File: config.mk
export PLATFORM = sky130hd
export DESIGN_NAME = rssr_top
export DESIGN_NICKNAME = d
export VERILOG_FILES = /design/src/hdl/rssr_pkg.sv /design/src/hdl/rssr_stream_if.sv /design/src/hdl/rssr_fifo.sv /design/src/hdl/rssr_top.sv
export VERILOG_INCLUDE_DIRS = /design/src /design/src/hdl
export SDC_FILE = /design/constraint.sdc
export NUM_CORES = 2
export LEC_CHECK = 0
export BUFFER_PORTS_ARGS = -buffer_cell sky130_fd_sc_hd__buf_2
export CORE_MARGIN = 2
export CORE_UTILIZATION = 40
export CTS_CLUSTER_SIZE = 10
export DETAILED_ROUTE_END_ITERATION = 12
export GPL_TIMING_DRIVEN = 1
export PLACE_DENSITY = 0.67
export SLEW_MARGIN = 30
export SYNTH_ARGS = -nofsm -noshare
export SYNTH_HDL_FRONTEND = slang
export SYNTH_HIERARCHICAL = 1
export SYNTH_SLANG_ARGS = --single-unit
export TNS_END_PERCENT = 100
File: constraint.sdc
create_clock -name clk_in -period 6.4 [get_ports clk_in]
set_input_delay 0.96 -clock clk_in [delete_from_list [all_inputs] [get_ports clk_in]]
set_output_delay 0.96 -clock clk_in [all_outputs]
set_load 0.05 [all_outputs]
File: src/hdl/rssr_params.svh
`ifndef RSSR_PARAMS_SVH
`define RSSR_PARAMS_SVH

// Serial timing: clock rate and baud rate, and the bit time in cycles.
`define RSSR_CLK_HZ       25000000
`define RSSR_BAUD         1000000
`define RSSR_BIT_CYC      ((`RSSR_CLK_HZ + (`RSSR_BAUD / 2)) / `RSSR_BAUD)
`define RSSR_HALF_CYC     (`RSSR_BIT_CYC / 2)
`define RSSR_CNT_W        12
`define RSSR_DATA_BITS    4'h8
`define RSSR_FRAME_BITS   4'ha

// Characters on the link.
`define RSSR_CHAR_REQ     8'h52
`define RSSR_CHAR_SPACE   8'h20
`define RSSR_CHAR_ZERO    4'h3

// Values per game.
`define RSSR_MAX_VALS     75
`define RSSR_IDX_W        7
`define RSSR_VAL_W        8
`define RSSR_N_POKER      7'h0a
`define RSSR_N_BJACK      7'h12
`define RSSR_N_KENO       7'h14
`define RSSR_N_BINGO      7'h4b
`define RSSR_N_CRAPS      7'h02
`define RSSR_N_ROUL       7'h01

// Decimal field widths and their thresholds.
`define RSSR_DEC_100      8'h64
`define RSSR_DEC_10       8'h0a
`define RSSR_DIG_1        2'h1
`define RSSR_DIG_2        2'h2
`define RSSR_DIG_3        2'h3

// Character buffer.
`define RSSR_FIFO_W       8
`define RSSR_FIFO_D       16

`endif

File: src/hdl/rssr_pkg.sv
package rssr_pkg;
	`include "rssr_params.svh"

	typedef enum logic [2:0] {
		GAME_POKER,
		GAME_BJACK,
		GAME_KENO,
		GAME_SLOT,
		GAME_BINGO,
		GAME_CRAPS,
		GAME_ROUL
	} rssr_game_t;

	typedef enum logic [1:0] {
		ST_IDLE,
		ST_FETCH,
		ST_EMIT,
		ST_DRAIN
	} rssr_main_t;

	typedef enum logic [1:0] {
		RX_IDLE,
		RX_START,
		RX_DATA,
		RX_STOP
	} rssr_rx_t;

	typedef enum logic {
		TX_IDLE,
		TX_SHIFT
	} rssr_tx_t;
endpackage

File: src/hdl/rssr_stream_if.sv
`timescale 1ns/1ns
interface rssr_stream_if #(parameter int WIDTH = 8);
	logic [WIDTH-1:0] data;
	logic             valid;
	logic             ready;

	modport src (output data, output valid, input ready);
	modport snk (input data, input valid, output ready);
endinterface

File: src/hdl/rssr_fifo.sv
`timescale 1ns/1ns
module rssr_fifo #(
	parameter int WIDTH = 8,
	parameter int DEPTH = 16
) (
	input  wire logic  clk_in,   // Block clock.
	input  wire logic  reset_in, // Synchronous reset, active high.
	rssr_stream_if.snk wr,       // Filling side.
	rssr_stream_if.src rd        // Draining side.
);
	import rssr_pkg::*;

	localparam int AW = $clog2(DEPTH);

	typedef struct packed {
		logic [DEPTH-1:0][WIDTH-1:0] mem;
		logic [AW:0]                 wp;
		logic [AW:0]                 rp;
	} rssr_fifo_st_t;

	rssr_fifo_st_t st_ff;
	rssr_fifo_st_t nxt_st;
	logic          full;
	logic          empty;

	// Pointers carry one extra bit so full and empty are told apart.
	assign empty    = (st_ff.wp == st_ff.rp);
	assign full     = (st_ff.wp[AW-1:0] == st_ff.rp[AW-1:0]) &&
	                  (st_ff.wp[AW] != st_ff.rp[AW]);
	assign wr.ready = !full;
	assign rd.valid = !empty;
	assign rd.data  = st_ff.mem[st_ff.rp[AW-1:0]];

	always_comb begin
		nxt_st = st_ff;
		if (wr.valid && !full) begin
			nxt_st.mem[st_ff.wp[AW-1:0]] = wr.data;
			nxt_st.wp = st_ff.wp + 1'b1;
		end
		if (rd.ready && !empty) begin
			nxt_st.rp = st_ff.rp + 1'b1;
		end
		if (reset_in) begin
			nxt_st = '0;
		end
	end

	always_ff @(posedge clk_in) begin
		st_ff <= nxt_st;
	end
endmodule

File: src/hdl/rssr_top.sv
`timescale 1ns/1ns
module rssr_top (
	input  wire logic               clk_in,          // Block clock.
	input  wire logic               reset_in,        // Sync reset, high.
	input  wire logic               rx_in,           // Serial receive pin.
	input  rssr_pkg::rssr_game_t    game_in,         // Game type.
	input  wire logic [3:0]         reel_count_in,   // Reels of a slot.
	input  wire logic [7:0]         max_value_in,    // Largest value.
	input  wire logic [7:0]         rng_value_in,    // Generator value.
	input  wire logic               rng_ack_in,      // Value is valid.
	output logic                    tx_out,          // Serial send pin.
	output logic                    rng_req_out,     // Value wanted.
	output logic                    test_active_out, // Exchange running.
	output logic                    frame_err_out    // Bad stop bit.
);
	import rssr_pkg::*;

	typedef struct packed {
		logic                                       rx_s1;
		logic                                       rx_s2;
		rssr_rx_t                                   rx_st;
		logic [`RSSR_CNT_W-1:0]                     rx_cnt;
		logic [3:0]                                 rx_bit;
		logic [7:0]                                 rx_sh;
		logic                                       frame_err;
		rssr_main_t                                 st;
		logic [`RSSR_IDX_W-1:0]                     total;
		logic [1:0]                                 ndig;
		logic [`RSSR_IDX_W-1:0]                     cnt;
		logic [`RSSR_IDX_W-1:0]                     idx;
		logic [1:0]                                 dpos;
		logic                                       sp;
		logic [`RSSR_MAX_VALS-1:0][`RSSR_VAL_W-1:0] vals;
		logic                                       rng_req;
		logic                                       active;
		logic [7:0]                                 push_data;
		logic                                       push_vld;
		rssr_tx_t                                   tx_st;
		logic [`RSSR_CNT_W-1:0]                     tx_cnt;
		logic [3:0]                                 tx_bit;
		logic [9:0]                                 tx_sh;
		logic                                       tx;
	} rssr_st_t;

	rssr_st_t st_ff;
	rssr_st_t nxt_st;
	logic     push_rdy;
	logic     pop_vld;
	logic     pop_rdy;
	logic [7:0] pop_data;

	rssr_stream_if #(.WIDTH(`RSSR_FIFO_W)) push_if ();
	rssr_stream_if #(.WIDTH(`RSSR_FIFO_W)) pop_if ();

	assign push_if.data  = st_ff.push_data;
	assign push_if.valid = st_ff.push_vld;
	assign push_rdy      = push_if.ready;
	assign pop_vld       = pop_if.valid;
	assign pop_data      = pop_if.data;
	assign pop_if.ready  = pop_rdy;

	// The buffer lets the formatter run ahead of the slow serial line.
	rssr_fifo #(
		.WIDTH(`RSSR_FIFO_W),
		.DEPTH(`RSSR_FIFO_D)
	) u_fifo (
		.clk_in   (clk_in),
		.reset_in (reset_in),
		.wr       (push_if.snk),
		.rd       (pop_if.src)
	);

	function automatic logic [`RSSR_IDX_W-1:0] value_count(
		input rssr_game_t g,
		input logic [3:0] reels
	);
		logic [`RSSR_IDX_W-1:0] n;
		n = `RSSR_N_ROUL;
		case (g)
			GAME_POKER: n = `RSSR_N_POKER;
			GAME_BJACK: n = `RSSR_N_BJACK;
			GAME_KENO:  n = `RSSR_N_KENO;
			GAME_SLOT: begin
				// A slot with no reels set still reports one stop.
				n = (reels == 4'h0) ? `RSSR_N_ROUL : {3'h0, reels};
			end
			GAME_BINGO: n = `RSSR_N_BINGO;
			GAME_CRAPS: n = `RSSR_N_CRAPS;
			GAME_ROUL:  n = `RSSR_N_ROUL;
			default:    n = `RSSR_N_ROUL;
		endcase
		return n;
	endfunction

	function automatic logic [1:0] digit_count(
		input rssr_game_t g,
		input logic [7:0] maxv
	);
		logic [1:0] d;
		if (g == GAME_CRAPS) begin
			d = `RSSR_DIG_1;
		end else if (maxv >= `RSSR_DEC_100) begin
			d = `RSSR_DIG_3;
		end else if (maxv >= `RSSR_DEC_10) begin
			d = `RSSR_DIG_2;
		end else begin
			d = `RSSR_DIG_1;
		end
		return d;
	endfunction

	// Digit position 0 is the ones, 1 the tens, 2 the hundreds.
	function automatic logic [7:0] dec_char(
		input logic [7:0] v,
		input logic [1:0] pos
	);
		logic [7:0] q;
		logic [3:0] dg;
		q = v;
		if (pos == 2'h2) begin
			q = v / `RSSR_DEC_100;
		end else if (pos == 2'h1) begin
			q = (v % `RSSR_DEC_100) / `RSSR_DEC_10;
		end
		dg = 4'(q % `RSSR_DEC_10);
		return {`RSSR_CHAR_ZERO, dg};
	endfunction

	always_comb begin
		nxt_st  = st_ff;
		pop_rdy = 1'b0;

		// Receiver, 8N1; the first stage only feeds the second.
		nxt_st.rx_s1 = rx_in;
		nxt_st.rx_s2 = st_ff.rx_s1;
		if (st_ff.rx_cnt != '0) begin
			nxt_st.rx_cnt = st_ff.rx_cnt - 1'b1;
		end
		case (st_ff.rx_st)
			RX_IDLE: begin
				if (!st_ff.rx_s2) begin
					nxt_st.rx_st  = RX_START;
					nxt_st.rx_cnt = `RSSR_CNT_W'(`RSSR_HALF_CYC - 1);
				end
			end
			RX_START: begin
				if (st_ff.rx_cnt == '0) begin
					// A glitch shorter than half a bit is no start bit.
					nxt_st.rx_st  = st_ff.rx_s2 ? RX_IDLE : RX_DATA;
					nxt_st.rx_cnt = `RSSR_CNT_W'(`RSSR_BIT_CYC - 1);
					nxt_st.rx_bit = '0;
				end
			end
			RX_DATA: begin
				if (st_ff.rx_cnt == '0) begin
					nxt_st.rx_sh  = {st_ff.rx_s2, st_ff.rx_sh[7:1]};
					nxt_st.rx_bit = st_ff.rx_bit + 1'b1;
					nxt_st.rx_cnt = `RSSR_CNT_W'(`RSSR_BIT_CYC - 1);
					if (st_ff.rx_bit == `RSSR_DATA_BITS - 4'h1) begin
						nxt_st.rx_st = RX_STOP;
					end
				end
			end
			RX_STOP: begin
				if (st_ff.rx_cnt == '0) begin
					nxt_st.rx_st     = RX_IDLE;
					nxt_st.frame_err = !st_ff.rx_s2;
				end
			end
			default: nxt_st.rx_st = RX_IDLE;
		endcase

		// Sequencer.
		case (st_ff.st)
			ST_IDLE: begin
				if (st_ff.rx_st == RX_STOP && st_ff.rx_cnt == '0 &&
				    st_ff.rx_s2 && st_ff.rx_sh == `RSSR_CHAR_REQ) begin
					nxt_st.st      = ST_FETCH;
					nxt_st.total   = value_count(game_in, reel_count_in);
					nxt_st.ndig    = digit_count(game_in, max_value_in);
					nxt_st.cnt     = '0;
					nxt_st.rng_req = 1'b1;
					nxt_st.active  = 1'b1;
				end
			end
			ST_FETCH: begin
				// Values come unaltered from the play generator.
				if (st_ff.rng_req && rng_ack_in) begin
					nxt_st.vals[st_ff.cnt] = rng_value_in;
					nxt_st.cnt     = st_ff.cnt + 1'b1;
					nxt_st.rng_req = 1'b0;
					if (st_ff.cnt == st_ff.total - 1'b1) begin
						nxt_st.st   = ST_EMIT;
						nxt_st.idx  = '0;
						nxt_st.dpos = '0;
						nxt_st.sp   = 1'b0;
					end
				end else begin
					nxt_st.rng_req = 1'b1;
				end
			end
			ST_EMIT: begin
				if (!st_ff.push_vld || push_rdy) begin
					nxt_st.push_vld = 1'b1;
					if (st_ff.sp) begin
						nxt_st.push_data = `RSSR_CHAR_SPACE;
						nxt_st.sp   = 1'b0;
						nxt_st.idx  = st_ff.idx + 1'b1;
						nxt_st.dpos = '0;
					end else begin
						nxt_st.push_data = dec_char(st_ff.vals[st_ff.idx],
						    st_ff.ndig - st_ff.dpos - 2'h1);
						if (st_ff.dpos == st_ff.ndig - 2'h1) begin
							if (st_ff.idx == st_ff.total - 1'b1) begin
								nxt_st.st = ST_DRAIN;
							end else begin
								nxt_st.sp = 1'b1;
							end
						end else begin
							nxt_st.dpos = st_ff.dpos + 2'h1;
						end
					end
				end
			end
			ST_DRAIN: begin
				if (push_rdy) begin
					nxt_st.push_vld = 1'b0;
				end
				// Requests stay ignored until the last bit is on the line.
				if (!st_ff.push_vld && !pop_vld &&
				    st_ff.tx_st == TX_IDLE) begin
					nxt_st.st     = ST_IDLE;
					nxt_st.active = 1'b0;
				end
			end
			default: nxt_st.st = ST_IDLE;
		endcase

		// Transmitter, 8N1.
		if (st_ff.tx_cnt != '0) begin
			nxt_st.tx_cnt = st_ff.tx_cnt - 1'b1;
		end
		case (st_ff.tx_st)
			TX_IDLE: begin
				nxt_st.tx = 1'b1;
				if (pop_vld) begin
					pop_rdy       = 1'b1;
					nxt_st.tx_st  = TX_SHIFT;
					nxt_st.tx_sh  = {1'b1, pop_data, 1'b0};
					nxt_st.tx_bit = '0;
					nxt_st.tx_cnt = `RSSR_CNT_W'(`RSSR_BIT_CYC - 1);
					nxt_st.tx     = 1'b0;
				end
			end
			TX_SHIFT: begin
				if (st_ff.tx_cnt == '0) begin
					nxt_st.tx_bit = st_ff.tx_bit + 1'b1;
					nxt_st.tx_sh  = {1'b1, st_ff.tx_sh[9:1]};
					nxt_st.tx_cnt = `RSSR_CNT_W'(`RSSR_BIT_CYC - 1);
					if (st_ff.tx_bit == `RSSR_FRAME_BITS - 4'h1) begin
						nxt_st.tx_st = TX_IDLE;
						nxt_st.tx    = 1'b1;
					end else begin
						nxt_st.tx = st_ff.tx_sh[1];
					end
				end
			end
			default: nxt_st.tx_st = TX_IDLE;
		endcase

		if (reset_in) begin
			nxt_st       = '0;
			nxt_st.rx_s1 = 1'b1;
			nxt_st.rx_s2 = 1'b1;
			nxt_st.tx    = 1'b1;
			pop_rdy      = 1'b0;
		end
	end

	always_ff @(posedge clk_in) begin
		st_ff <= nxt_st;
	end

	assign tx_out          = st_ff.tx;
	assign rng_req_out     = st_ff.rng_req;
	assign test_active_out = st_ff.active;
	assign frame_err_out   = st_ff.frame_err;
endmodule

==> impl_metrics.toml <==
[timing]
setup_tns_ns = 0
max_freq_ghz = 0.181
tightest_slew_ns = 1.07
setup_viol = 0
relSlewSlack = 0.289
period_share = 0.865
clock_skew_ns = 0.0270
rsz0062_at_grt = "false"
finalHoldViolations = 0
drv_slew = 0
fin_crit_ns = 5.53
whs_ns = 0.418

[finish]
areaGrowthSynthToFinish_pct = 9.62
n_antenna_cell = 0
area.sequential_sq_um = 16600
final_util = 0.441
fillerInstances = 9051
layout_commonest_cell = "dfxtp_1"
layout-drive-gt1-share = 0.121
fin_cells = 5174
layout_common_cells = "dfxtp_1 (825), mux2i_1 (664), nor2_1 (633), nand2_1 (396), a21oi_1 (226)"
multi_input_area_sq_um = 20700
nets = 3925

[logic_synthesis]
synth_edf_count = 0
synth_cell_type_count = 98
synth.avg_cell_area_sq_um = 9.71
ys.warnings.count = 6
synthCells = 3991
synth.top_cell.area_share = 0.429
ys.flop_type = "dfxtp_1"
netlist_area_sq_um = 38700
yosys.area.top_type = "dfxtp_1"
ys_seq_area_frac = 0.429
synth_area_leaders = "dfxtp_1 (43%), mux2i_1 (17%), mux4_2 (9.0%)"
synthArstFlopShare = 0
synth_seq_cells = 830

[worst_setup_path]
r2r_setup_slack_ns = 0.87
worstSetupPathType = "flop to flop"
r2r_end = "push_if.data[2]$_SDFFE_PP0P_"
critical_path_arrival_ns = 6.08
reg2reg_depth = 16
crit_path_start_kind = "flop"
worst-path-max-fanout = 31
cp.required_ns = 6.94
r2r_start = "st_ff[643]$_SDFFE_PP0P_"
endpoint_kind = "flop"

[power]
switching_share = 0.233
p_clk_frac = 0.448
p_total_w = 0.0107
combinationalPowerShare = 0.056
seqPwrFrac = 0.496
p_leak_nw = 15.8
p_int_w = 0.00817
p_per_area_nw_per_um2 = 251
irDropWorstVdd_v = 0.000174
p_switching_w = 0.00249

[floorplanning]
core_region_area_sq_um = 96300
ios = 31
die_w_um = 315
num_rows = 114
die_h_um = 315
dieArea_sq_um = 99400
initial_core_util = 0.402

[placed_design]
place.gp.congestion = 0.884
io_buffers = 29
dp.cells = 5053
dpl.hpwl_um = 61600

[cts]
post_cts_buffers = 0
cts_hold_buf = 0
cts_buffers = 94
post_cts_resized = 0
insertion_delay_ns = 0.66
cts-root-buf = "clkbuf_16"
cts_tree = "done"
ctsHtreeMaxLevel = 3
cts_sinks = 830
cts_buffer_depth = 3
path_clk_slew_ns = 0.06

[global_route]
grtUsageTotal = 0.200
antenna_found_initial = 0
grt_pass1_vias = 27783
grt_overflow_total = 0
grt_pass1_wl_um = 159000
grt_max_degree = 204

[detailed_routing]
drtPass1Iterations = 5
vias = 29077
routed_wl_um = 101000
viasPerCell = 5.62
drt_iter0_markers = 2823
wl_per_cell_um = 19.6
ant_nets = 0
drcViolationCount = 0

[hold_path]
holdPathEnd = "st_ff[694]$_SDFF_PP1_"
holdCritPathClass = "flop to flop"
whs_path_depth = 1
hold_path_startpoint = "st_ff[695]$_SDFF_PP1_"

[flow_run]
drv_cap = 0

[run_status]
outcome = "finished, final reports clean"
## sequential cells by signal, indices dropped and copies added (netlist names)
name and count:
st_ff 681, frame_err_out 1, push_if.valid 1, tx_out 1, push_if.data 6, u_fifo/st_ff 138, rng_req_out 1, test_active_out 1
## cells by family (layout without fill, tap and decap cells)
kind of cell / Yosys count / after routing / synth area share
and+or+nand+nor: 1291 / 1291 / 0.140
muxes: 851 / 851 / 0.276
DFF: 830 / 830 / 0.429
AOI/OAI and AO/OA: 588 / 588 / 0.0940
buffers and inverters: 350 / 256 / 0.0403
xor gates and xnor gates: 57 / 57 / 0.0135
adders and majority gates: 23 / 23 / 0.00736
other: 1 / 2 / 0.0000968
## worst max-delay path: stages (launching register included)
cell       delay [ns]
dfxtp_4          0.78
buf_4            0.33
mux4_2           0.51
mux2_2           0.33
a221oi_1         0.45
a2111oi_2        0.13
a221o_2          0.50
nor4_1           0.39
a31oi_1          0.11
a211oi_1         0.61
nor2_1           0.19
a21oi_1          0.17
a21oi_1          0.06
ha_1             0.28
inv_1            0.05
a311o_1          0.26
a32o_1           0.24
## cell usage after synthesis (5+ instances only)
| cell | count |
|---|---|
| dfxtp_1 | 830 |
| mux2i_1 | 664 |
| nor2_1 | 661 |
| nand2_1 | 397 |
| clkbuf_1 | 245 |
| a21oi_1 | 226 |
| o21ai_0 | 173 |
| mux4_2 | 154 |
| nand3_1 | 51 |
| nor3_1 | 40 |
| xnor2_1 | 37 |
| buf_2 | 35 |
| nor2b_1 | 35 |
| inv_1 | 29 |
| a22oi_1 | 26 |
| a211oi_1 | 23 |
| ha_1 | 22 |
| mux2_2 | 18 |
| xor2_1 | 17 |
| buf_6 | 16 |
| buf_4 | 15 |
| nand2b_1 | 15 |
| or3_1 | 15 |
| mux4_1 | 14 |
| a2bb2oi_1 | 13 |
| a221oi_1 | 11 |
| a31oi_1 | 11 |
| nor4_1 | 11 |
| o211ai_1 | 11 |
| and2_1 | 10 |
| nand4_1 | 10 |
| a211o_1 | 8 |
| o21ai_4 | 8 |
| a21boi_0 | 7 |
| nand3b_1 | 7 |
| o21ai_2 | 6 |
| o31ai_1 | 5 |
| or2_2 | 5 |
## routing by layer
layer  vias to the layer above  share of wire  track usage
li1                      13755              -            -
met1                     14273           0.45        0.278
met2                       900           0.46        0.317
met3                       149          0.068       0.0332
met4                         0          0.025       0.0628
met5                         -              0            0
## layout make-up
cell class                 count  area share
clock buffer                 113      0.0592
clock inverter                 5     0.00215
inverter                      33     0.00298
multi-input combinational   2812       0.487
sequential                   830       0.392
tap                         1276      0.0376
timing repair buffer         105      0.0199
## how the worst max path moves through the flow
stage | startpoint | to | cells past startpoint
after floorplan | st_ff[643]$_SDFFE_PP0P_ | push_if.data[2]$_SDFFE_PP0P_ | 19
after CTS | st_ff[643]$_SDFFE_PP0P_ | push_if.data[2]$_SDFFE_PP0P_ | 16
after detailed placement | st_ff[643]$_SDFFE_PP0P_ | push_if.data[2]$_SDFFE_PP0P_ | 16
after global placement | st_ff[643]$_SDFFE_PP0P_ | push_if.data[2]$_SDFFE_PP0P_ | 16
after global routing | st_ff[643]$_SDFFE_PP0P_ | push_if.data[2]$_SDFFE_PP0P_ | 16
final | st_ff[643]$_SDFFE_PP0P_ | push_if.data[2]$_SDFFE_PP0P_ | 16
## power groups by stage
| stage | Sequential, W | Clock [W] | Combinational, W |
|---|---|---|---|
| final | 0.00528 | 0.00478 | 0.000597 |
| after global placement | 0.00539 | 0 | 0.000571 |
| after global routing | 0.00529 | 0.00507 | 0.000681 |
| after floorplan | 0.00538 | 0 | 0.000465 |
| after detailed placement | 0.00539 | 0 | 0.000587 |
| after CTS | 0.00528 | 0.00488 | 0.000593 |
## per-stage QoR
stage,cell area (sq um),setup WS (ns)
5_1_grt,42500,0.576
3_5_place_dp,39800,1.04
3_3_place_gp,39700,1.04
4_1_cts,42400,0.995
2_1_floorplan,38700,2.12
6_report,42500,0.866
(Power assumes the default switching activity.)
